[src/spi_front_map.vh]
`ifndef SPI_FRONT_MAP_VH
`define SPI_FRONT_MAP_VH

// opcode that triggers cascading
`define OPCODE_NO_OPERATION   8'h00
// bits in one byte
`define BITS_PER_BYTE         4'h8
// address value that selects hardware addressing
`define HARDWARE_ADDRESS      8'h00
// fifo geometry for received bytes
`define RX_FIFO_WIDTH         8
`define RX_FIFO_DEPTH         4
`define RX_FIFO_PTR_BITS      2
// sequencer states
`define ST_IDLE               3'h0
`define ST_ADDRESS            3'h1
`define ST_OPCODE             3'h2
`define ST_DATA               3'h3
`define ST_STANDBY            3'h4

`endif

[src/byte_fifo.v]
`timescale 1ns/1ps
module byte_fifo #(
    parameter WIDTH    = 8,
    parameter DEPTH    = 4,
    parameter PTR_BITS = 2
) (
    // clock and reset
    input  wire             mclk_i,
    input  wire             reset_i,
    // filling side
    input  wire             in_valid_i,
    output wire             in_ready_o,
    input  wire [WIDTH-1:0] in_data_i,
    // draining side
    output wire             out_valid_o,
    input  wire             out_ready_i,
    output wire [WIDTH-1:0] out_data_o
);
    reg [WIDTH-1:0]  mem [0:DEPTH-1];
    reg [PTR_BITS-1:0] wr_ptr;
    reg [PTR_BITS-1:0] rd_ptr;
    reg [PTR_BITS:0]   count;
    wire push;
    wire pop;

    assign in_ready_o  = (count != DEPTH[PTR_BITS:0]);
    assign out_valid_o = (count != {(PTR_BITS+1){1'b0}});
    assign out_data_o  = mem[rd_ptr];
    assign push = in_valid_i & in_ready_o;
    assign pop  = out_valid_o & out_ready_i;

    // storage has no reset; contents only matter while counted
    always @(posedge mclk_i) begin
        if (push) begin
            mem[wr_ptr] <= in_data_i;
        end
    end

    // pointers and fill level
    always @(posedge mclk_i) begin
        if (reset_i) begin
            wr_ptr <= {PTR_BITS{1'b0}};
            rd_ptr <= {PTR_BITS{1'b0}};
            count  <= {(PTR_BITS+1){1'b0}};
        end else begin
            if (push) begin
                wr_ptr <= wr_ptr + 1'b1;
            end
            if (pop) begin
                rd_ptr <= rd_ptr + 1'b1;
            end
            if (push & ~pop) begin
                count <= count + 1'b1;
            end else if (pop & ~push) begin
                count <= count - 1'b1;
            end
        end
    end
endmodule // byte_fifo

[src/dual_spi_slave_front_end.v]
`timescale 1ns/1ps
`include "spi_front_map.vh"

// How it works
// - falling edge of either select input starts an access
// - both selects high deselects device; both serial outputs released
// - falling edge on other select takes over a stuck-low port
// - only mode 3: clock idles high, sample rising, shift falling
// - serial input of active port sampled on its clock rising edge
// - serial output changes after each falling clock edge
// - outputs released unless actively returning data; always released in standby
// - interrupt outputs open drain, active low, only pull low
// - selected indicator low while selected, high at either select rise
// - no-operation drives cascade low, ignores rest; high at select rise
// - port enable low keeps both interrupt outputs released
// - optionally port enable low also floats both 8-bit port drivers
// - only one port carries an access at a time
// - software addressing: first byte matched to address pins, else standby
// - all-zero address pins: hardware addressing, no address byte
// - eight-bit address lets up to 255 devices share a bus
// - no-operation opcode is the all-zero byte
// - after no-operation, input discarded, output released until deselect
// - opcode is second byte in software mode, first in hardware mode
// - select rising mid-byte flags a failed command by a one-cycle pulse
module dual_spi_slave_front_end (
    // clock and reset
    input  wire       mclk_i,
    input  wire       reset_i,
    // first serial port
    input  wire       select_in_first_i,
    input  wire       serial_clock_first_i,
    input  wire       serial_in_first_i,
    output wire       serial_out_first_o,
    output wire       serial_out_first_oe_o,
    // second serial port
    input  wire       select_in_second_i,
    input  wire       serial_clock_second_i,
    input  wire       serial_in_second_i,
    output wire       serial_out_second_o,
    output wire       serial_out_second_oe_o,
    // addressing and port enable
    input  wire [7:0] slave_address_pins_i,
    input  wire       port_enable_in_i,
    input  wire       port_float_option_i,
    // status outputs, active low
    output reg        selected_indicator_o,
    output reg        cascade_select_out_o,
    // open-drain interrupts: output always low, enable pulls
    output wire       interrupt_out_first_o,
    output wire       interrupt_out_first_oe_o,
    output wire       interrupt_out_second_o,
    output wire       interrupt_out_second_oe_o,
    // request from interrupt controller and port driver gate
    input  wire       irq_request_first_i,
    input  wire       irq_request_second_i,
    output wire       port_drivers_enable_o,
    // received bytes toward the command decoder
    output wire       rx_valid_o,
    input  wire       rx_ready_i,
    output wire [7:0] rx_data_o,
    output reg        rx_is_opcode_o,
    // byte to return and failed-command pulse
    input  wire [7:0] tx_data_i,
    input  wire       tx_enable_i,
    output reg        failed_command_o
);
    // two-stage synchronisers for all pin inputs
    reg [2:0] sync1_first;
    reg [2:0] sync2_first;
    reg [2:0] sync1_second;
    reg [2:0] sync2_second;
    reg [1:0] sync1_misc;
    reg [1:0] sync2_misc;
    reg [7:0] addr_sync1;
    reg [7:0] addr_sync2;
    // history for edge detection, read from second stage only
    reg       sel_first_d;
    reg       sel_second_d;
    reg       clk_first_d;
    reg       clk_second_d;
    // sequencer
    reg [2:0] state;
    reg [2:0] next_state;
    reg       active_port;  // 0 first, 1 second
    reg [3:0] bit_count;
    reg [7:0] shift_in;
    reg [7:0] shift_out;
    reg       out_bit;
    reg       driving;
    // fifo handshake
    reg       push_valid;
    reg [7:0] push_data;
    wire      push_ready;
    wire      fifo_valid;

    wire sel_first    = sync2_first[0];
    wire clk_first    = sync2_first[1];
    wire din_first    = sync2_first[2];
    wire sel_second   = sync2_second[0];
    wire clk_second   = sync2_second[1];
    wire din_second   = sync2_second[2];
    wire port_enable  = sync2_misc[0];
    wire float_option = sync2_misc[1];

    wire fall_first   = sel_first_d & ~sel_first;
    wire fall_second  = sel_second_d & ~sel_second;
    wire rise_any     = (~sel_first_d & sel_first) | (~sel_second_d & sel_second);
    wire both_high    = sel_first & sel_second;
    // mode 3: sample on rising, shift on falling, of active port only
    wire act_clk      = active_port ? clk_second : clk_first;
    wire act_clk_d    = active_port ? clk_second_d : clk_first_d;
    wire act_din      = active_port ? din_second : din_first;
    wire sck_rise     = ~act_clk_d & act_clk;
    wire sck_fall     = act_clk_d & ~act_clk;
    wire [7:0] byte_in = {shift_in[6:0], act_din};
    wire byte_done    = sck_rise & (bit_count == (`BITS_PER_BYTE - 4'h1));
    wire hw_mode      = (addr_sync2 == `HARDWARE_ADDRESS);
    wire in_access    = (state != `ST_IDLE);

    // synchronise every pin input through two flip-flops
    always @(posedge mclk_i) begin
        if (reset_i) begin
            sync1_first  <= 3'h7;
            sync2_first  <= 3'h7;
            sync1_second <= 3'h7;
            sync2_second <= 3'h7;
            sync1_misc   <= 2'h0;
            sync2_misc   <= 2'h0;
            addr_sync1   <= 8'h00;
            addr_sync2   <= 8'h00;
        end else begin
            sync1_first  <= {serial_in_first_i, serial_clock_first_i, select_in_first_i};
            sync2_first  <= sync1_first;
            sync1_second <= {serial_in_second_i, serial_clock_second_i, select_in_second_i};
            sync2_second <= sync1_second;
            sync1_misc   <= {port_float_option_i, port_enable_in_i};
            sync2_misc   <= sync1_misc;
            addr_sync1   <= slave_address_pins_i;
            addr_sync2   <= addr_sync1;
        end
    end

    // edge history; idle-high reset keeps a start-up from faking edges
    always @(posedge mclk_i) begin
        if (reset_i) begin
            sel_first_d  <= 1'b1;
            sel_second_d <= 1'b1;
            clk_first_d  <= 1'b1;
            clk_second_d <= 1'b1;
        end else begin
            sel_first_d  <= sel_first;
            sel_second_d <= sel_second;
            clk_first_d  <= clk_first;
            clk_second_d <= clk_second;
        end
    end

    // next state of the byte sequencer
    always @* begin
        next_state = state;
        case (state)
            `ST_IDLE: begin
                next_state = hw_mode ? `ST_OPCODE : `ST_ADDRESS;
            end
            `ST_ADDRESS: begin
                if (byte_done) begin
                    // all eight pins compared, so 255 nonzero addresses usable
                    next_state = (byte_in == addr_sync2) ? `ST_OPCODE : `ST_STANDBY;
                end
            end
            `ST_OPCODE: begin
                if (byte_done) begin
                    next_state = (byte_in == `OPCODE_NO_OPERATION) ? `ST_STANDBY : `ST_DATA;
                end
            end
            `ST_DATA: begin
                next_state = `ST_DATA;
            end
            `ST_STANDBY: begin
                next_state = `ST_STANDBY;
            end
            default: begin
                next_state = `ST_IDLE;
            end
        endcase
    end

    // port selection, start and end of access
    always @(posedge mclk_i) begin
        if (reset_i) begin
            state       <= `ST_IDLE;
            active_port <= 1'b0;
            bit_count   <= 4'h0;
            shift_in    <= 8'h00;
        end else if (fall_first | fall_second) begin
            // newest falling select wins, overriding a stuck-low port
            active_port <= fall_second & ~fall_first;
            state       <= hw_mode ? `ST_OPCODE : `ST_ADDRESS;
            bit_count   <= 4'h0;
            shift_in    <= 8'h00;
        end else if (both_high | rise_any) begin
            state     <= `ST_IDLE;
            bit_count <= 4'h0;
            shift_in  <= 8'h00;
        end else if (in_access & sck_rise & (state != `ST_STANDBY)) begin
            shift_in  <= byte_in;
            bit_count <= byte_done ? 4'h0 : bit_count + 4'h1;
            state     <= next_state;
        end
    end

    // hand finished bytes to the fifo; a full fifo drops bytes without a flag
    always @(posedge mclk_i) begin
        if (reset_i) begin
            push_valid     <= 1'b0;
            push_data      <= 8'h00;
            rx_is_opcode_o <= 1'b0;
        end else begin
            push_valid <= 1'b0;
            if (in_access & byte_done & ((state == `ST_OPCODE) | (state == `ST_DATA))
                & ~both_high & ~rise_any & ~fall_first & ~fall_second) begin
                push_valid     <= (state == `ST_DATA) | (byte_in != `OPCODE_NO_OPERATION);
                push_data      <= byte_in;
                rx_is_opcode_o <= (state == `ST_OPCODE);
            end
        end
    end

    // transmit shifter: load on each byte's first falling edge, change only after falling edge
    always @(posedge mclk_i) begin
        if (reset_i) begin
            shift_out <= 8'h00;
            out_bit   <= 1'b1;
            driving   <= 1'b0;
        end else if (~in_access | (state == `ST_STANDBY) | both_high) begin
            driving <= 1'b0;
        end else if (sck_fall) begin
            if (bit_count == 4'h0) begin
                shift_out <= {tx_data_i[6:0], 1'b0};
                out_bit   <= tx_data_i[7];
                driving   <= tx_enable_i & (state == `ST_DATA);
            end else begin
                shift_out <= {shift_out[6:0], 1'b0};
                out_bit   <= shift_out[7];
            end
        end
    end

    // indicator and cascade outputs, plus failed-command pulse
    always @(posedge mclk_i) begin
        if (reset_i) begin
            selected_indicator_o <= 1'b1;
            cascade_select_out_o <= 1'b1;
            failed_command_o     <= 1'b0;
        end else begin
            // a partial byte at select rise means an incomplete command
            failed_command_o <= rise_any & in_access & (state != `ST_STANDBY)
                                & (bit_count != 4'h0);
            if (rise_any | both_high) begin
                selected_indicator_o <= 1'b1;
                cascade_select_out_o <= 1'b1;
            end else begin
                if ((state == `ST_OPCODE) | (state == `ST_DATA) | (fall_first | fall_second) & hw_mode) begin
                    selected_indicator_o <= 1'b0;
                end
                if (byte_done & (state == `ST_OPCODE) & (byte_in == `OPCODE_NO_OPERATION)) begin
                    cascade_select_out_o <= 1'b0;
                    selected_indicator_o <= 1'b0;
                end
            end
        end
    end

    // only the active port's output is enabled
    assign serial_out_first_o     = out_bit;
    assign serial_out_second_o    = out_bit;
    assign serial_out_first_oe_o  = driving & ~active_port;
    assign serial_out_second_oe_o = driving & active_port;

    // open drain: data pin always low, enable only to pull
    assign interrupt_out_first_o     = 1'b0;
    assign interrupt_out_second_o    = 1'b0;
    assign interrupt_out_first_oe_o  = irq_request_first_i & port_enable;
    assign interrupt_out_second_oe_o = irq_request_second_i & port_enable;
    assign port_drivers_enable_o     = port_enable | ~float_option;

    assign rx_valid_o = fifo_valid;

    // received bytes queue; decoder back-pressure fills it
    byte_fifo #(
        .WIDTH    (`RX_FIFO_WIDTH),
        .DEPTH    (`RX_FIFO_DEPTH),
        .PTR_BITS (`RX_FIFO_PTR_BITS)
    ) u_rx_fifo (
        .mclk_i      (mclk_i),
        .reset_i     (reset_i),
        .in_valid_i  (push_valid),
        .in_ready_o  (push_ready),
        .in_data_i   (push_data),
        .out_valid_o (fifo_valid),
        .out_ready_i (rx_ready_i),
        .out_data_o  (rx_data_o)
    );
endmodule // dual_spi_slave_front_end

[config.mk]
export PLATFORM = sky130hd
export DESIGN_NAME = dual_spi_slave_front_end
export DESIGN_NICKNAME = d
export VERILOG_FILES = /design/src/byte_fifo.v /design/src/dual_spi_slave_front_end.v
export VERILOG_INCLUDE_DIRS = /design/src
export SDC_FILE = /design/constraint.sdc
export NUM_CORES = 1
export LEC_CHECK = 0
export BUFFER_PORTS_ARGS = -buffer_cell sky130_fd_sc_hd__buf_2
export CORE_ASPECT_RATIO = 0.8
export CORE_MARGIN = 2
export CORE_UTILIZATION = 35
export DETAILED_ROUTE_END_ITERATION = 16
export SYNTH_ARGS = -nofsm -noshare
export SYNTH_HDL_FRONTEND = slang
export SYNTH_SLANG_ARGS = --single-unit
[constraint.sdc]
create_clock -name mclk_i -period 3 [get_ports mclk_i]
set_clock_uncertainty 0.1 [all_clocks]
set_input_delay 0.3 -clock mclk_i [delete_from_list [all_inputs] [get_ports mclk_i]]
set_output_delay 0.3 -clock mclk_i [all_outputs]
set_load 0.05 [all_outputs]
==> out/metrics.yaml, run 1 <==
status:
  outcome: "finished clean"
drt:
  wire_per_inst_um: 12.4
  ant_nets: 0
  wirelength_um: 7740
  vias: 2819
  viasPerCell: 4.51
  drtIter0Drc: 130
  first_pass_iters: 4
  drc_errors: 0
cts:
  clk_pin_slew_ns: 0.06
  cts_tree: "yes"
  htree_levels: 4
  clk_path_buf_depth: 2
  clock_latency_ns: 0.40
  cts_root_buf: "clkbuf_16"
  cts_sinks: 114
  cts_resized: 0
  cts_made_buffers: 17
timing:
  clock.fmax_ghz: 0.397
  period_needed_ns: 2.52
  drv_slew: 0
  period_share: 0.841
  tns_ns: 0
  rsz0062_at_grt: "no"
  fin_hold_ws_ns: 0.0142
  finalSetupViolations: 0
  tightest_slew_ns: 0.585
  worst_slack_ns: 0.478
  hold_viol_final: 0
  maxSlewHeadroom: 0.599
synthesis:
  synthCells: 375
  ys_seq_area_frac: 0.586
  yosysUniqueCellTypes: 55
  postSynth.topFlopCell: "dfxtp_1"
  ys_warn_count: 0
  synth_area_um2: 4440
  syn_avg_cell_area_um2: 11.8
  ys_async_sr_fraction: 0
  ys_ff_latch: 114
  synth_edf_count: 32
worst_setup_path:
  rr_startpoint: "u_rx_fifo.count[0]$_SDFFE_PP0P_"
  startpoint_type: "register"
  arrival_ns: 2.75
  crit_path_end_kind: "register"
  cp_max_fo: 7
  criticalPathCategory: "reg2reg"
  rr_worst_depth: 8
  rrSetupSlack_ns: 0.48
  crit-reg2reg-capture: "u_rx_fifo.count[2]$_SDFFE_PP0P_"
  crit_required_ns: 3.23
layout:
  fill_cells: 1136
  drive_gt1_frac: 0.273
  stdcell_area_um2: 5540
  final_common_cell: "dfxtp_1"
  n_antenna_cell: 0
  syn2layout_area_growth_pct: 24.8
  layout_common_cells: "dfxtp_1 (82), buf_2 (49), nor2_1 (40), edfxtp_1 (32), nor2b_1 (25)"
  nets: 479
  fin_cells: 625
floorplan:
  die_width_um: 130
  dieArea_um2: 13600
  die_y_um: 105
  io_pins: 52
  initial_core_util: 0.361
  rows: 36
  core_um2: 12300
place:
  pre_cts_slack_ns: 0.538
  place_inst: 579
  port-buffer-count: 49
  place_area_um2: 4820
  place_congestion: 0.788
  dpl.hpwl_um: 5080
power:
  leakagePower_uw: 0.00208
  peakVddDrop_mv: 0.482
  pwr_density_cell_nw_per_um2: 753
worst_hold_path:
  hold_depth: 2
  hold_end: "addr_sync1[0]$_SDFF_PP0_"
  worstHoldStart: "slave_address_pins_i[0]"
  hold_path.class: "in2reg"
global_routing:
  antenna_found_initial: 0
  grt_pass1_vias: 2757
  grtUsageTotal: 0.124
  overflow: 0
  grt_pass1_wl_um: 13000
  grt_max_degree: 35
flow_run:
  drv_cap: 0
[final cells by class]
cell class	count	area, um2	area share
Sequential cell	114	2600	0.470
Tap cell	171	214	0.0386
Clock buffer	17	425	0.0768
Inverter	9	33.8	0.00610
Timing Repair Buffer	67	415	0.0750
Multi-Input combinational cell	232	1690	0.305
Clock inverter	15	159	0.0287
[cells in the mapped netlist, drive strengths merged, types with 2 or more instances]
cell     count  area [um2]
edfxtp      32         961
nor3         4        20.0
inv          9        33.8
o21ai        3        15.0
mux2i       23         230
nand2       12        45.0
nor4         3        18.8
nor2b       25         156
o31ai        2        15.0
xor2         5        43.8
dfxtp       82        1640
xnor2        9        78.8
or4          2        15.0
and2         7        45.1
nand3        7        35.0
or2         20         125
nor2        43         174
nand4bb      2        22.5
a211oi       9        77.6
mux4         8         180
a21oi       10        53.8
nand2b       2        12.5
ha           7        87.6
nor3b        3        22.5
or3          2        12.5
clkbuf      12        45.0
nand3b       4        30.0
buf          9        71.3
nand4        3        18.8
[report_power, final]
| group | switching [uW] | internal, uW | total (uW) |
|---|---|---|---|
| clock | 726 | 1230 | 1950 |
| sequential | 71.6 | 1630 | 1700 |
| combinational | 312 | 203 | 515 |
| total | 1110 | 3060 | 4170 |
[cell families after synthesis]
kind of cell	count (synthesis)	synth area share
buf+inv	30	0.0338
xor+xnor	14	0.0276
fa+ha+maj	8	0.0242
simple gates	143	0.178
other cells	1	0.000845
compound gates	33	0.0547
mux	32	0.0950
flops	114	0.586
[what timing repair did]
item,in CTS,in global routing
hold endpoints to repair,14,0
setup buffers,0,0
hold buffers,14,0
[sequential cells by signal, summed over array words and instances (netlist names), 3 cells and up, named ones only]
name and cells:
bit_count 4, state 3, addr_sync1 8, push_data 8, u_rx_fifo.mem 32, u_rx_fifo.count 3
sync2_first 3, addr_sync2 8, sync1_second 3, sync1_first 3, shift_in 7, sync2_second 3
shift_out 7
[how the worst max path moves through the flow]
stage,startpoint,to,slack [ns],cells past startpoint
4_1_cts,u_rx_fifo.count[0]$_SDFFE_PP0P_,u_rx_fifo.count[2]$_SDFFE_PP0P_,0.49,8
6_report,u_rx_fifo.count[0]$_SDFFE_PP0P_,u_rx_fifo.count[2]$_SDFFE_PP0P_,0.48,8
3_5_place_dp,u_rx_fifo.count[0]$_SDFFE_PP0P_,u_rx_fifo.count[2]$_SDFFE_PP0P_,0.54,8
5_1_grt,u_rx_fifo.count[0]$_SDFFE_PP0P_,u_rx_fifo.count[2]$_SDFFE_PP0P_,0.30,8
2_1_floorplan,u_rx_fifo.count[0]$_SDFFE_PP0P_,u_rx_fifo.count[2]$_SDFFE_PP0P_,0.52,8
3_3_place_gp,u_rx_fifo.count[0]$_SDFFE_PP0P_,u_rx_fifo.count[2]$_SDFFE_PP0P_,0.74,8
[critical path: stages, from the launching register on]
cell and delay [ns]:
dfxtp_1 0.41, nor2_1 0.07, a21boi_1 0.49, ha_1 0.30, inv_1 0.07, fa_1 0.37
xor2_1 0.16, or3_1 0.32, a21oi_1 0.16
[metrics by stage]
step / power (uW) / util
2_1_floorplan: 2140 / -
4_1_cts: 4220 / 0.451
3_5_place_dp: 2240 / 0.392
3_3_place_gp: 2230 / 0.392
5_1_grt: 4360 / 0.451
6_report: 4170 / 0.451
[metal layers]
| metal | vias to the layer above | routed length [um] | global-route usage | share of wire |
|---|---|---|---|---|
| li1 | 1447 | - | - | - |
| met2 | 51 | 3460 | 0.182 | 0.45 |
| met1 | 1316 | 3930 | 0.163 | 0.51 |
| met3 | 5 | 303 | 0.0543 | 0.039 |
| met5 | - | 0 | 0 | 0 |
| met4 | 0 | 44 | 0.0469 | 0.0057 |
Power figures use the tool's default switching activity.
==> run 2, diff against run 1 <==
==> constraint.sdc (replaced) <==
create_clock -name mclk_i -period 2.4 [get_ports mclk_i]
set_clock_uncertainty 0.1 [all_clocks]
set_input_delay 0.24 -clock mclk_i [delete_from_list [all_inputs] [get_ports mclk_i]]
set_output_delay 0.24 -clock mclk_i [all_outputs]
set_load 0.05 [all_outputs]
==> run 2 against run 1 <==
  * Sequential power rose by 26%
  * Wire length rose by 4.0%
  * Final area rose by 1.9%
  * First-iteration DRC count rose by 20%
  * Worst hold slack improved by 0.063 ns
  * Non-clock buffer count rose by 7
  * Sequential share of layout area fell by 0.86 points
  * Die area did not move
  * Final cell count rose by 0.96%
  * Critical endpoint unchanged
==> out/metrics.yaml, run 2 (same netlist as run 1, synthesis figures left out) <==
power:
  clkPwrFrac: 0.484  # +0.016
  peakVddDrop_mv: 0.498  # +3.3%
  combinationalPowerShare: 0.125  # about the same
  power.switching_uw: 1310  # +19%
  swShare: 0.241  # -0.0250
  pwr_density_cell_nw_per_um2: 967  # +28%
  p_int_uw: 4150  # +35%
  share_seq_of_total_power: 0.391  # -0.017
  leakagePower_uw: 0.00214  # +3.0%
worst_hold_path:
  hold_end: "serial_out_first_o$_SDFFE_PP1P_"
  hold_path.class: "in2reg"
  worstHoldStart: "tx_data_i[7]"
  hold_depth: 3  # +1
global_routing:
  overflow: 0  # unchanged
  grt_pass1_wl_um: 13500  # +4.0%
  grt_max_degree: 41  # +17%
  grt_pass1_vias: 2850  # +3.4%
  grtUsageTotal: 0.130  # +0.00591
  antenna_found_initial: 0  # unchanged
drt:
  drc_errors: 0  # unchanged
  ant_nets: 0  # unchanged
  wire_per_inst_um: 12.8  # +3.0%
  wirelength_um: 8050  # +4.0%
  drtIter0Drc: 156  # +20%
  vias: 2845  # +0.92%
  viasPerCell: 4.51  # about the same
  first_pass_iters: 4  # unchanged
timing:
  clock.fmax_ghz: 0.436  # +10%
  tns_ns: 0  # unchanged
  period_needed_ns: 2.29  # -0.230 ns
  finalSetupViolations: 0  # unchanged
  fin_hold_ws_ns: 0.0777  # +0.0635 ns
  maxSlewHeadroom: 0.642  # +0.0434
  rsz0062_at_grt: "no"
  drv_slew: 0  # unchanged
  worst_slack_ns: 0.108  # -0.370 ns
  hold_viol_final: 0  # unchanged
  tightest_slew_ns: 0.536  # -0.0491 ns
  period_share: 0.955  # +0.114
floorplan:
  die_width_um: 130  # unchanged
  dieArea_um2: 13600  # unchanged
  io_pins: 52  # unchanged
  rows: 36  # unchanged
  die_y_um: 105  # unchanged
  initial_core_util: 0.361  # unchanged
  core_um2: 12300  # unchanged
worst_setup_path:
  rrSetupSlack_ns: 0.11  # -0.37 ns
  crit_required_ns: 2.63  # -0.60 ns
  crit-reg2reg-capture: "u_rx_fifo.count[2]$_SDFFE_PP0P_"
  startpoint_type: "register"
  critPathLaunch: "u_rx_fifo.count[1]$_SDFFE_PP0P_"
  criticalPathCategory: "reg2reg"
  rr_worst_depth: 8  # unchanged
  rr_startpoint: "u_rx_fifo.count[1]$_SDFFE_PP0P_"
  cp_max_fo: 4  # -3
  arrival_ns: 2.52  # -0.23 ns
  crit_slowest_cell: "or3_4"
  crit_path_end_kind: "register"
  path_cells: "or3_4 > nand2_1 > ha_2 > inv_1 > fa_1 > xor2_1 > or3_1 > a21oi_1"
  max_stage_delay_ns: 0.39  # -0.10 ns
layout:
  final_common_cell: "dfxtp_1"
  largest_reg_flops: 32  # unchanged
  syn2layout_area_growth_pct: 27.2
  n_antenna_cell: 0  # unchanged
  multiInputGateArea_um2: 1700  # +0.44%
  fill_cells: 1108  # -2.5%
  regArea_um2: 2600  # about the same
  top_register: "u_rx_fifo.mem"
  nets: 486  # +1.5%
  stdcell_area_um2: 5650  # +1.9%
  final_core_util: 0.459  # +0.00865
  layout_common_cells: "dfxtp_1 (81), buf_2 (49), nor2_1 (40), edfxtp_1 (32), nor2b_1 (25)"
  drive_gt1_frac: 0.274  # +0.000785
flow_run:
  drv_cap: 0  # unchanged
cts:
  cts_made_buffers: 17  # unchanged
  cts_tree: "yes"
  cts_root_buf: "clkbuf_16"
  htree_levels: 4  # unchanged
  cts_setup_buffers: 0  # unchanged
  cts_sinks: 114  # unchanged
  clk_path_buf_depth: 2  # unchanged
  clock_latency_ns: 0.40  # about the same
  clk_pin_slew_ns: 0.05  # about the same
status:
  outcome: "finished clean"
place:
  place_congestion: 0.784  # -0.48%
  pre_cts_slack_ns: 0.108  # -0.431 ns
  port-buffer-count: 49  # unchanged
  dpl.hpwl_um: 5420  # +6.8%
  place_area_um2: 4850  # +0.73%
## run 2: critical path: cells and delay by family, from the launching register on
family	cells	cell delay (ns)
AND/OR/NAND/NOR	3	0.80
adder cells (fa/ha/maj)	2	0.58
flip-flops	1	0.35
XOR/XNOR	1	0.17
AO/OA/AOI/OAI	1	0.15
buffers and inverters	1	0.06
## run 2: power by group through the flow
stage / Combinational [uW] / Sequential (uW) / Clock, uW
after floorplan: 568 / 2120 / 0
after CTS: 683 / 2140 / 2690
after global routing: 740 / 2150 / 2780
final: 682 / 2140 / 2640
after detailed placement: 658 / 2170 / 0
after global placement: 635 / 2170 / 0
## run 2: area by class of cell
| cell class | count | area share |
|---|---|---|
| clock buffer | 19 | 0.0767 |
| sequential | 114 | 0.461 |
| clock inverter | 12 | 0.0335 |
| timing repair buffer | 74 | 0.0842 |
| inverter | 9 | 0.00598 |
| multi-input combinational | 232 | 0.301 |
| tap | 171 | 0.0379 |
## run 2: through the flow
stage | cells | power (uW)
finish | 631 | 5460
global route | 631 | 5670
CTS | 631 | 5510
detailed placement | 583 | 2830
global placement | 583 | 2810
floorplan | 376 | 2690
## run 2: how the worst max path moves through the flow
stage,end,slack (ns)
6_report,u_rx_fifo.count[2]$_SDFFE_PP0P_,0.11
5_1_grt,u_rx_fifo.count[2]$_SDFFE_PP0P_,0.02
4_1_cts,u_rx_fifo.count[2]$_SDFFE_PP0P_,0.09
3_5_place_dp,u_rx_fifo.count[2]$_SDFFE_PP0P_,0.11
3_3_place_gp,u_rx_fifo.count[2]$_SDFFE_PP0P_,0.20
2_1_floorplan,u_rx_fifo.count[2]$_SDFFE_PP0P_,0.11
## run 2: per-layer routing
| metal | wire length [um] | track usage |
|---|---|---|
| met1 | 3830 | 0.163 |
| met2 | 3770 | 0.196 |
| met3 | 362 | 0.0548 |
| met4 | 84 | 0.0568 |
| met5 | 0 | 0 |
## run 2: what timing repair did
item | CTS | global route
gates resized for setup | 0 | 2
hold buffers | 17 | 0
setup endpoints to repair | 0 | 1
endpoints found under the hold margin | 17 | 0
